[src/design/icfl_pkg.sv]
// Purpose: constants and types of the interrupt enable and flag logic
// Assumes: byte addresses on a 16-bit Avalon-MM address
// Notes: every offset and field position, and the select, flag and polarity reset values, live here
package icfl_pkg;
  // ---------------------------------------------------------------
  // register byte offsets
  // ---------------------------------------------------------------
  localparam logic [15:0] ICFL_OFS_POL = 16'h3000;
  localparam logic [15:0] ICFL_OFS_CLR = 16'h3004;
  localparam logic [15:0] ICFL_OFS_SEL0 = 16'h3008;
  localparam logic [15:0] ICFL_OFS_SEL1 = 16'h300C;
  localparam logic [15:0] ICFL_OFS_FLAG0 = 16'h3010;
  localparam logic [15:0] ICFL_OFS_FLAG1 = 16'h3014;
  localparam logic [15:0] ICFL_OFS_STAT = 16'h3018;
  localparam logic [15:0] ICFL_OFS_MASK = 16'h301C;
  // ---------------------------------------------------------------
  // reset values and field layout
  // ---------------------------------------------------------------
  localparam logic [31:0] ICFL_SEL_RESET = 32'h00002000;
  localparam logic [31:0] ICFL_FLAG_RESET = 32'h00000000;
  localparam logic [31:0] ICFL_FLAG_VALID = 32'hAF83BFFF;
  localparam int ICFL_BIT_COLLIDE = 31;
  localparam int ICFL_BIT_OUTLIER = 29;
  localparam int ICFL_BIT_FIFO_HI = 27;
  localparam int ICFL_BIT_FIFO_LO = 23;
  localparam int ICFL_BIT_SEQ_HI = 17;
  localparam int ICFL_BIT_SEQ_LO = 15;
  localparam int ICFL_BIT_BOOT = 13;
  localparam int ICFL_BIT_CUST_HI = 12;
  localparam int ICFL_BIT_CUST_LO = 9;
  localparam int ICFL_BIT_POL = 0;
  localparam int ICFL_STAT_W = 3;
  localparam int ICFL_STAT_COLLIDE = 0;
  localparam int ICFL_STAT_LINE0 = 1;
  localparam int ICFL_STAT_LINE1 = 2;
  localparam logic ICFL_POL_RESET = 1'b0;
  // ---------------------------------------------------------------
  // state types
  // ---------------------------------------------------------------
  typedef enum logic [1:0] {
    ICFL_BUS_IDLE = 2'b00,
    ICFL_BUS_ACK = 2'b01
  } icfl_bus_t;
  typedef enum logic [1:0] {
    ICFL_SEQ_IDLE = 2'b00,
    ICFL_SEQ_A = 2'b01,
    ICFL_SEQ_B = 2'b10
  } icfl_seq_t;
endpackage : icfl_pkg

[src/design/icfl_flag_bank.sv]
// Purpose: one interrupt line: select register and sticky flag register
// Assumes: events and clears are one-cycle pulses on clk_i
// Notes: a set in the same cycle as its clear wins
`timescale 1ns/10ps
module icfl_flag_bank
  import icfl_pkg::*;
(
  input wire logic clk_i,
  input wire logic reset_i,
  input wire logic sel_we_i,
  input wire logic [31:0] wdata_i,
  input wire logic [31:0] bemask_i,
  input wire logic [31:0] clr_i,
  input wire logic [31:0] evt_i,
  output logic [31:0] sel_o,
  output logic [31:0] flags_o
);
  logic [31:0] sel_r;
  logic [31:0] flags_r;
  logic [31:0] flags_nxt;

  // enable bits, byte-lane masked writes
  always_ff @(posedge clk_i) begin
    if (reset_i) begin
      sel_r <= ICFL_SEL_RESET;
    end else if (sel_we_i) begin
      sel_r <= (sel_r & ~bemask_i) | (wdata_i & bemask_i);
    end
  end

  // sticky flags: enabled event sets, write-one clears, set wins
  assign flags_nxt = ((flags_r & ~clr_i) | (evt_i & sel_r)) & ICFL_FLAG_VALID;
  always_ff @(posedge clk_i) begin
    if (reset_i) begin
      flags_r <= ICFL_FLAG_RESET;
    end else begin
      flags_r <= flags_nxt;
    end
  end

  assign sel_o = sel_r;
  assign flags_o = flags_r;
endmodule : icfl_flag_bank

[src/design/icfl_seq_guard.sv]
// Purpose: watches sequence start requests and flags a collision
// Assumes: requests and done are one-cycle pulses on clk_i
// Notes: a second request during a running sequence is dropped
`timescale 1ns/10ps
module icfl_seq_guard
  import icfl_pkg::*;
(
  input wire logic clk_i,
  input wire logic reset_i,
  input wire logic a_req_i,
  input wire logic b_req_i,
  input wire logic done_i,
  output logic a_start_o,
  output logic b_start_o,
  output logic collide_o
);
  icfl_seq_t st_r;

  // run state and start / collision pulses
  always_ff @(posedge clk_i) begin
    if (reset_i) begin
      st_r <= ICFL_SEQ_IDLE;
      a_start_o <= 1'b0;
      b_start_o <= 1'b0;
      collide_o <= 1'b0;
    end else begin
      a_start_o <= 1'b0;
      b_start_o <= 1'b0;
      collide_o <= 1'b0;
      case (st_r)
        ICFL_SEQ_IDLE: begin
          if (a_req_i) begin
            st_r <= ICFL_SEQ_A;
            a_start_o <= 1'b1;
          end else if (b_req_i) begin
            st_r <= ICFL_SEQ_B;
            b_start_o <= 1'b1;
          end
        end
        ICFL_SEQ_A: begin
          collide_o <= b_req_i; // second request dropped, not queued
          if (done_i) begin
            st_r <= ICFL_SEQ_IDLE;
          end
        end
        ICFL_SEQ_B: begin
          if (done_i) begin
            st_r <= ICFL_SEQ_IDLE;
          end
        end
        default: st_r <= ICFL_SEQ_IDLE;
      endcase
    end
  end
endmodule : icfl_seq_guard

[src/design/icfl_top.sv]
// Purpose: interrupt enable and flag logic with an Avalon-MM register port
// Assumes: one clock, synchronous active-high reset, sources on clk_i
// Notes: two lines share one clear register and one polarity bit
//
// Function
// select bits 12..9 enable custom interrupts 3..0, reset zero
// select bits 8..4 enable variance, mean, delta, max, min fail events
// select bits 3..0 enable temperature, sinc2, DFT, converter result events
// two read-only 32-bit flag registers, zero after reset, one means asserted
// sequence B request during running sequence A sets bit 31, is ignored
// bit 29 outlier; bits 27..23 FIFO underflow, overflow, threshold, empty, full
// bits 17, 16, 15 timeout error, timeout finished, end of sequence
// bit 13 boot load done; bits 30, 28, 22..18, 14 read zero
// writing one to a clear bit clears that flag; zero does nothing
// polarity bit zero gives falling-edge output, one gives rising-edge
// flag n sets only on event enabled in select n, sticky until cleared
// each line output signals while any bit of its flag register is set
//
// The Avalon-MM slave port was decided locally.
`timescale 1ns/10ps
module icfl_top
  import icfl_pkg::*;
(
  input wire logic clk_i,
  input wire logic reset_i,
  input wire logic [15:0] avs_address_i,
  input wire logic avs_read_i,
  input wire logic avs_write_i,
  input wire logic [31:0] avs_writedata_i,
  input wire logic [3:0] avs_byteenable_i,
  output logic [31:0] avs_readdata_o,
  output logic avs_waitrequest_o,
  input wire logic [31:0] src_evt_i,
  input wire logic seq_a_req_i,
  input wire logic seq_b_req_i,
  input wire logic seq_done_i,
  output logic seq_a_start_o,
  output logic seq_b_start_o,
  output logic irq_line0_o,
  output logic irq_line1_o,
  output logic irq_o
);
  // ---------------------------------------------------------------
  // helpers
  // ---------------------------------------------------------------
  // byte enables to a bit mask
  function automatic logic [31:0] icfl_bemask(input logic [3:0] be);
    logic [31:0] m;
    m = 32'h00000000;
    for (int i = 0; i < 4; i++) begin
      m[i*8 +: 8] = {8{be[i]}};
    end
    return m;
  endfunction : icfl_bemask

  // ---------------------------------------------------------------
  // declarations
  // ---------------------------------------------------------------
  icfl_bus_t bus_r;
  logic [31:0] rdata_r;
  logic wait_r;
  logic wr_go;
  logic [31:0] bemask;
  logic [31:0] wmask_data;
  logic pol_r;
  logic [ICFL_STAT_W-1:0] stat_r;
  logic [ICFL_STAT_W-1:0] stat_nxt;
  logic [ICFL_STAT_W-1:0] mask_r;
  logic [ICFL_STAT_W-1:0] stat_evt;
  logic [ICFL_STAT_W-1:0] stat_w1c;
  logic [31:0] clr_vec;
  logic [31:0] evt_vec;
  logic [31:0] sel0;
  logic [31:0] sel1;
  logic [31:0] flags0;
  logic [31:0] flags1;
  logic any0;
  logic any1;
  logic any0_d_r;
  logic any1_d_r;
  logic collide;
  logic line0_r;
  logic line1_r;
  logic irq_r;

  // ---------------------------------------------------------------
  // Avalon-MM slave: one wait cycle, then answer
  // ---------------------------------------------------------------
  // request seen in idle -> ack cycle with waitrequest low
  always_ff @(posedge clk_i) begin
    if (reset_i) begin
      bus_r <= ICFL_BUS_IDLE;
      wait_r <= 1'b1;
    end else begin
      case (bus_r)
        ICFL_BUS_IDLE: begin
          if (avs_read_i || avs_write_i) begin
            bus_r <= ICFL_BUS_ACK;
            wait_r <= 1'b0;
          end
        end
        ICFL_BUS_ACK: begin
          bus_r <= ICFL_BUS_IDLE;
          wait_r <= 1'b1;
        end
        default: begin
          bus_r <= ICFL_BUS_IDLE;
          wait_r <= 1'b1;
        end
      endcase
    end
  end

  // write takes effect at the edge that sees waitrequest low
  assign wr_go = avs_write_i && (bus_r == ICFL_BUS_ACK);
  assign bemask = icfl_bemask(avs_byteenable_i);
  assign wmask_data = avs_writedata_i & bemask;

  // read data captured on entry to the ack cycle; unmapped reads zero
  always_ff @(posedge clk_i) begin
    if (reset_i) begin
      rdata_r <= 32'h00000000;
    end else if (bus_r == ICFL_BUS_IDLE && avs_read_i) begin
      case (avs_address_i)
        ICFL_OFS_POL: rdata_r <= {31'h00000000, pol_r};
        ICFL_OFS_SEL0: rdata_r <= sel0;
        ICFL_OFS_SEL1: rdata_r <= sel1;
        ICFL_OFS_FLAG0: rdata_r <= flags0;
        ICFL_OFS_FLAG1: rdata_r <= flags1;
        ICFL_OFS_STAT: rdata_r <= {29'h00000000, stat_r};
        ICFL_OFS_MASK: rdata_r <= {29'h00000000, mask_r};
        default: rdata_r <= 32'h00000000;
      endcase
    end
  end

  // ---------------------------------------------------------------
  // control registers
  // ---------------------------------------------------------------
  // output polarity bit
  always_ff @(posedge clk_i) begin
    if (reset_i) begin
      pol_r <= ICFL_POL_RESET;
    end else if (wr_go && avs_address_i == ICFL_OFS_POL && avs_byteenable_i[0]) begin
      pol_r <= avs_writedata_i[ICFL_BIT_POL];
    end
  end

  // block status mask
  always_ff @(posedge clk_i) begin
    if (reset_i) begin
      mask_r <= '0;
    end else if (wr_go && avs_address_i == ICFL_OFS_MASK && avs_byteenable_i[0]) begin
      mask_r <= avs_writedata_i[ICFL_STAT_W-1:0];
    end
  end

  // write-one clear pulses, shared by both lines
  assign clr_vec = (wr_go && avs_address_i == ICFL_OFS_CLR) ? wmask_data : 32'h00000000;

  // ---------------------------------------------------------------
  // event sources and flag banks
  // ---------------------------------------------------------------
  icfl_seq_guard u_guard (
    .clk_i(clk_i),
    .reset_i(reset_i),
    .a_req_i(seq_a_req_i),
    .b_req_i(seq_b_req_i),
    .done_i(seq_done_i),
    .a_start_o(seq_a_start_o),
    .b_start_o(seq_b_start_o),
    .collide_o(collide)
  );

  // collision replaces the external source at bit 31; reserved bits masked in banks
  always_comb begin
    evt_vec = src_evt_i;
    evt_vec[ICFL_BIT_COLLIDE] = collide;
  end

  icfl_flag_bank u_bank0 (
    .clk_i(clk_i),
    .reset_i(reset_i),
    .sel_we_i(wr_go && avs_address_i == ICFL_OFS_SEL0),
    .wdata_i(avs_writedata_i),
    .bemask_i(bemask),
    .clr_i(clr_vec),
    .evt_i(evt_vec),
    .sel_o(sel0),
    .flags_o(flags0)
  );

  icfl_flag_bank u_bank1 (
    .clk_i(clk_i),
    .reset_i(reset_i),
    .sel_we_i(wr_go && avs_address_i == ICFL_OFS_SEL1),
    .wdata_i(avs_writedata_i),
    .bemask_i(bemask),
    .clr_i(clr_vec),
    .evt_i(evt_vec),
    .sel_o(sel1),
    .flags_o(flags1)
  );

  assign any0 = |flags0;
  assign any1 = |flags1;

  // ---------------------------------------------------------------
  // line outputs with selectable polarity
  // ---------------------------------------------------------------
  // idle high and falls when polarity is zero, idle low and rises when one
  always_ff @(posedge clk_i) begin
    if (reset_i) begin
      line0_r <= 1'b1;
      line1_r <= 1'b1;
    end else begin
      line0_r <= pol_r ? any0 : ~any0;
      line1_r <= pol_r ? any1 : ~any1;
    end
  end

  // ---------------------------------------------------------------
  // block status, mask and interrupt
  // ---------------------------------------------------------------
  // delayed any-flag levels for rise detection
  always_ff @(posedge clk_i) begin
    if (reset_i) begin
      any0_d_r <= 1'b0;
      any1_d_r <= 1'b0;
    end else begin
      any0_d_r <= any0;
      any1_d_r <= any1;
    end
  end

  assign stat_evt[ICFL_STAT_COLLIDE] = collide;
  assign stat_evt[ICFL_STAT_LINE0] = any0 & ~any0_d_r;
  assign stat_evt[ICFL_STAT_LINE1] = any1 & ~any1_d_r;
  assign stat_w1c = (wr_go && avs_address_i == ICFL_OFS_STAT) ? wmask_data[ICFL_STAT_W-1:0] : '0;
  assign stat_nxt = (stat_r & ~stat_w1c) | stat_evt; // set wins over clear

  // sticky status and masked level interrupt
  always_ff @(posedge clk_i) begin
    if (reset_i) begin
      stat_r <= '0;
      irq_r <= 1'b0;
    end else begin
      stat_r <= stat_nxt;
      irq_r <= |(stat_nxt & mask_r);
    end
  end

  // ---------------------------------------------------------------
  // outputs
  // ---------------------------------------------------------------
  assign avs_readdata_o = rdata_r;
  assign avs_waitrequest_o = wait_r;
  assign irq_line0_o = line0_r;
  assign irq_line1_o = line1_r;
  assign irq_o = irq_r;
endmodule : icfl_top

[config.mk]
export PLATFORM = sky130hd
export DESIGN_NAME = icfl_top
export DESIGN_NICKNAME = d
export VERILOG_FILES = /design/src/design/icfl_pkg.sv /design/src/design/icfl_flag_bank.sv /design/src/design/icfl_seq_guard.sv /design/src/design/icfl_top.sv
export SDC_FILE = /design/constraint.sdc
export NUM_CORES = 1
export LEC_CHECK = 0
export BUFFER_PORTS_ARGS = -buffer_cell sky130_fd_sc_hd__buf_2
export CAP_MARGIN = 20
export CORE_MARGIN = 5
export CORE_UTILIZATION = 30
export CTS_BUF_LIST = sky130_fd_sc_hd__clkbuf_4 sky130_fd_sc_hd__clkbuf_8
export CTS_CLUSTER_SIZE = 10
export DETAILED_ROUTE_END_ITERATION = 7
export GPL_ROUTABILITY_DRIVEN = 0
export GPL_TIMING_DRIVEN = 0
export SYNTH_ARGS = -nofsm -noshare
export SYNTH_HDL_FRONTEND = slang
export SYNTH_SLANG_ARGS = --single-unit
[constraint.sdc]
create_clock -name clk_i -period 2 [get_ports clk_i]
set_input_delay 0.3 -clock clk_i [delete_from_list [all_inputs] [get_ports clk_i]]
set_output_delay 0.3 -clock clk_i [all_outputs]
set_load 0.01 [all_outputs]
# Word level (Yosys, flattened, before mapping)
# Cells that the tools add are included.
dict set report totals {
  regBits 179
  latch_bits 0
  ram_bits 0
  mem_bits_ro 0
  inputBits 91
  out_inout_bits 38
  wordCells 92
  n_memories 0
}
dict set report classes {
  add_sub_neg 0
  mul 0
  div_mod_pow 0
  magnitude_cmp 0
  eq_ne 12
  shifts 0
  mux 11
  bitwise 26
  reduce_logical 22
}
# op count
set ops {}
lappend ops {{bitwise AND 32 bit} 7}
lappend ops {{case mux 32 bit (7 select lines)} 1}
lappend ops {{equality test 16 x 14 -> 1 bit (second input constant)} 8}
lappend ops {{OR 32 bit} 4}
lappend ops {{NOT 32 bit} 2}
lappend ops {{OR reduction 32 bit} 2}
lappend ops {{two-way mux 32 bit} 1}
lappend ops {{logical AND 1 bit} 10}
lappend ops {{OR reduction 2 bit} 4}
lappend ops {{NOT 1 bit} 7}
lappend ops {{bitwise AND 3 bit} 2}
lappend ops {{two-way mux 2 bit} 3}
lappend ops {{OR reduction 3 bit} 2}
lappend ops {{zero test 2 bit} 2}
lappend ops {{two-way mux 1 bit} 4}
lappend ops {{case mux 2 bit (2 select lines)} 1}
lappend ops {{two-way mux 3 bit} 1}
lappend ops {{inequality test 3 bit (second input constant)} 1}
lappend ops {{NOT 3 bit} 1}
lappend ops {{OR 3 bit} 1}
lappend ops {{bitwise AND 1 bit} 2}
lappend ops {{equality test 2 x 1 -> 1 bit (second input constant)} 1}
lappend ops {{equality test 2 bit (second input constant)} 1}
lappend ops {{inequality test 2 x 1 -> 1 bit (second input constant)} 1}
lappend ops {{other kinds (2)} 2}

# Longest topological paths before layout
dict set report depth {
  ltp_word 8
  ltp_mapped 8
  ltp_nobuf 6
}

# Modules after synthesis
# From an unflattened synthesis, not the netlist that was laid out.
dict set report unflattened {
  cells_unflattened 822
  area_unflattened_um2 7629.8
}
# mod n_inst cells_each area_per_inst_um2 seq_area_each_um2
set by_module_without_submodules {}
lappend by_module_without_submodules {icfl_flag_bank 2 245 2304.7 1121.1}
lappend by_module_without_submodules {icfl_top 1 311 2807.7 920.9}
lappend by_module_without_submodules {icfl_seq_guard 1 21 212.7 100.1}

# Least setup slack after synthesis
# OpenSTA, ideal clock, no wires.
dict set report synth_timing {
  kind {input to register}
  from {in avs_address_i[9]}
  to {reg u_bank0.flags_r[0] (netlist: u_bank0.flags_o[0])}
  setup_time_ns 0.133
  arrival_ns 1.986
  required_ns 1.867
  setup_slack_ns -0.120
  path_stages 8
  n_path_buf 3
  cell_sequence {or4_1 > buf_2 > or2_4 > nor4b_4 > and2_1 > buf_4 > buf_6 > a311oi_1}
}
dict set report synth_via {
  elab_chain_cells 6
}
# element line_no
set synth_rtl {}
lappend synth_rtl {{start: declaration} icfl_top.sv:26} ;# input wire logic [15:0] avs_address_i,
lappend synth_rtl {{equality test 16 x 14 -> 1 bit} icfl_top.sv:159} ;# assign clr_vec = (wr_go && avs_address_i == ICFL_OFS_CLR) ? wmask_data : 32'h00000000;
lappend synth_rtl {{logical AND 1 bit} icfl_top.sv:159}
lappend synth_rtl {{two-way mux 32 bit} icfl_top.sv:159}
lappend synth_rtl {{NOT 32 bit} icfl_flag_bank.sv:32} ;# assign flags_nxt = ((flags_r & ~clr_i) | (evt_i & sel_r)) & ICFL_FLAG_VALID;
lappend synth_rtl {{bitwise AND 32 bit} icfl_flag_bank.sv:32}
lappend synth_rtl {{OR 32 bit} icfl_flag_bank.sv:32}
lappend synth_rtl {{end signal: assignment} icfl_flag_bank.sv:37} ;# flags_r <= flags_nxt;
lappend synth_rtl {{end: declaration} icfl_flag_bank.sv:19} ;# logic [31:0] flags_r;
# Every way passes these cells.
# A chain may end at the register's enable or synchronous reset.

# Worst setup path after layout
dict set report layout_timing {
  from {in avs_address_i[9]}
  to {reg rdata_r[31] (netlist: avs_readdata_o[31])}
}
dict set report layout_via {
  elab_chain_cells 2
  elab_cells_between_ends 8
  classes_between {eq/ne (7); mux (1)}
}
# element line_no
set layout_rtl {}
lappend layout_rtl {{equality test 16 x 14 -> 1 bit} icfl_top.sv:124} ;# case (avs_address_i)
lappend layout_rtl {{case mux 32 bit (7 select lines) *} icfl_top.sv:124}
lappend layout_rtl {{end signal: assignment} icfl_top.sv:125} ;# ICFL_OFS_POL: rdata_r <= {31'h00000000, pol_r};
lappend layout_rtl {{end signal: assignment} icfl_top.sv:126} ;# ICFL_OFS_SEL0: rdata_r <= sel0;
lappend layout_rtl {{end signal: assignment} icfl_top.sv:127} ;# ICFL_OFS_SEL1: rdata_r <= sel1;
lappend layout_rtl {{end: declaration} icfl_top.sv:60} ;# logic [31:0] rdata_r;
# Every way passes the cells marked *; elsewhere a longest branch is shown, timed or not.

==> results.md <==
- Post-synth EDFFs: 0
- CP cell instances: buf_2, or4_4, buf_6, nor4_2, buf_4, clkbuf_2, a221oi_1, o21ai_0
- Max-Cap Viols: 0
- Crit. End Element: flip-flop
- WP data required: 2.39 ns
- Initial Util: 30.36%
- Final WL: 23990 um
- Die Width: 160.9 um
- Synth cell types: 55
- Commonest non-fill, non-tap cell in the layout: nand2_1
- Port-buffer cells: 116
- Root Buffer: clkbuf_8
- Core Util, Final: 36.83%
- Slowest cell on crit path: or4_4
- Commonest cells after routing, fill and taps aside: nand2_1, dfxtp_1, buf_2
- CP Buf/Inv Count: 4
- Fin nets: 1007
- Routed len/inst: 19.73 um
- Synth async-reset ratio: 0%
- Io pins: 129
- Chip height: 160.9 um
- Largest net degree at the start of global routing: 17
- Layout cell share with drive strength beyond 1: 22.27%
- Antenna violations before repair: 10
- # hold bufs at CTS: 0
- Critical Path Max Stage Delay: 0.52 ns
- Largest delay contributor family on the critical path: buffers and inverters
- Antenna violation net count after detailed routing: 0
- Crit path DAT: 2.38 ns
- Final setup TNS: 0 ns
- Core area: 22500 um2
- Max-slew violations: 0
- Syn_nets: 872
- Top post-synthesis cells by area: dfxtp_1, nand2_1, a21oi_1
- Final worst clock skew: 0.01131 ns
- Worst-path fanout max: 10
- Post-DP Area: 7797 um2
- Power density cells: 718.8 nW/um2
- Ys flop type: dfxtp_1
- Critical path type: primary input to flip-flop
- Seq/Total Area, Yosys: 47.76%
- Sink Count: 163
- Peak supply drop: 433.9 uV
- Worst-margin pin slew: 0.7950 ns
- Period utilization: 99.35%
- GRT overflow: 0
- Maximum buffer depth of the clock tree: 2
- Synth Instances: 779
- P_leak: 2.933 nW
- Startpoint types: primary input
- Fin area: 8288 um2
- Die Footprint: 25890 um2
- Post-DR vias/cell: 5.429
- DRT Pass-1 Iters: 6
- Yosys warning total: 0
- Top cell type's share of synthesized area: 47.76%
- Mapped Area: 6833 um2
- Drt drc: 0
- TritonCTS clock tree: built
- Flop-to-flop setup slack: 0.03 ns
- Fin crit period: 1.987 ns
- Final hold vios: 0
- Num rows: 55
- Gr usage total: 17.83%
- Syn Area/Cell: 8.771 um2
- Clk Latency, worst-skew pair: 0.46 ns
- Clock Pin Slew Worst Setup and Hold Paths: 0.09 ns
- First-pass GRT wire length: 35940 um
- Hpwl dp: 17330 um
- H-Tree Depth: 4
- Filler cells: 2341
- Post-layout total power: 0.005958 W
- Vias in the first global route: 6078
- Status: complete, no violations
- Synthesized flop and latch total: 163
- Layout area overhead: 21.30%
- Max Freq: 503.3 MHz
- Num CTS Buffers: 17
- Relative slew slack: 47.00%
- Via count: 6602
- Leading area contributor after synthesis: dfxtp_1
- Drt initial violations: 643
- Worst hold path class: primary input to flip-flop
- Endpoints failing setup: 0
==> power breakdown <==
group          switching [W]  internal (W)  leakage [nW]
clock                0.00123       0.00107         0.175
combinational       0.000249      0.000122          1.44
sequential         0.0000164       0.00327          1.32
==> cell usage after synthesis, types with 2 or more instances <==
master	n
dfxtp_1	163
clkbuf_1	25
nand2_1	189
nand4bb_1	2
nor4_2	3
nand3_1	5
or4_1	2
and3_1	8
ha_1	2
a22oi_1	9
nand4_1	2
a21oi_1	105
nand2b_1	7
nor3b_1	2
o21ai_0	17
a221oi_1	21
and2_1	3
nor4_1	13
buf_2	16
buf_4	7
a222oi_1	2
a22o_1	21
o21ai_1	8
inv_1	4
or3b_2	2
nor2b_1	2
mux2i_1	11
xnor2_1	2
nor3_1	5
and2_0	2
nand3_2	5
mux4_2	3
a2bb2oi_1	9
a311oi_1	48
nor2_1	34
==> routing by layer <==
metal  vias to the layer above  wire, um  track usage (%)  part of all wire [%]
met4                         8       436            5.428                   1.8
met5                         -        46                0                  0.19
met1                      3132     10520            24.10                    44
li1                       3151         -                -                     -
met3                        38      2095            5.081                   8.7
met2                       273     10900            27.71                    45
==> worst paths after layout <==
path | endpoint | cells after the start | start
hold reg to reg | avs_readdata_o[29]$_SDFFE_PP0P_ | 2 | avs_readdata_o[29]$_SDFFE_PP0P_
hold / removal | u_bank1.flags_o[16]$_SDFF_PP0_ | 2 | avs_writedata_i[16]
setup / recovery | avs_readdata_o[31]$_SDFFE_PP0P_ | 8 | avs_address_i[9]
setup reg to reg | irq_o$_SDFF_PP0_ | 5 | u_bank0.flags_o[9]$_SDFF_PP0_
==> cell families after synthesis <==
| group | Yosys count | share of synthesized area [%] |
|---|---|---|
| and+or+nand+nor | 298 | 20.89 |
| AOI/OAI and AO/OA | 246 | 24.26 |
| DFF | 163 | 47.76 |
| buffers and inverters | 53 | 3.699 |
| muxes | 15 | 2.765 |
| xor gates and xnor gates | 2 | 0.2564 |
| adders and majority gates | 2 | 0.3662 |
==> through the flow <==
step           hold WS [ns]  cells  worst slack, ns
2_1_floorplan        0.4097    779         -0.03247
6_report            0.07372   1216          0.01293
3_5_place_dp         0.4391   1180          -0.7418
5_1_grt             0.06535   1215         -0.02962
4_1_cts             0.04901   1210          0.02098
3_3_place_gp         0.4337   1180          -0.7737
==> cell type report <==
cell class / count / area (um2) / share of cell area, %
clock inverter: 9 / 82.58 / 0.9964
buffer: 48 / 256.5 / 3.095
sequential: 163 / 3263 / 39.37
multi-input combinational: 563 / 3428 / 41.36
clock buffer: 21 / 282.8 / 3.412
antenna: 6 / 15.01 / 0.1812
tap: 285 / 356.6 / 4.303
timing repair buffer: 117 / 588.1 / 7.095
inverter: 4 / 15.01 / 0.1812
==> timing repair <==
| action | in CTS | in global routing |
|---|---|---|
| pin swaps | 0 | 1 |
| buffers inserted | 0 | 1 |
| hold endpoints to repair | 0 | 0 |
| endpoints found under the setup margin | 109 | 70 |
| resized for setup | 18 | 10 |
(Power assumes the default switching activity.)
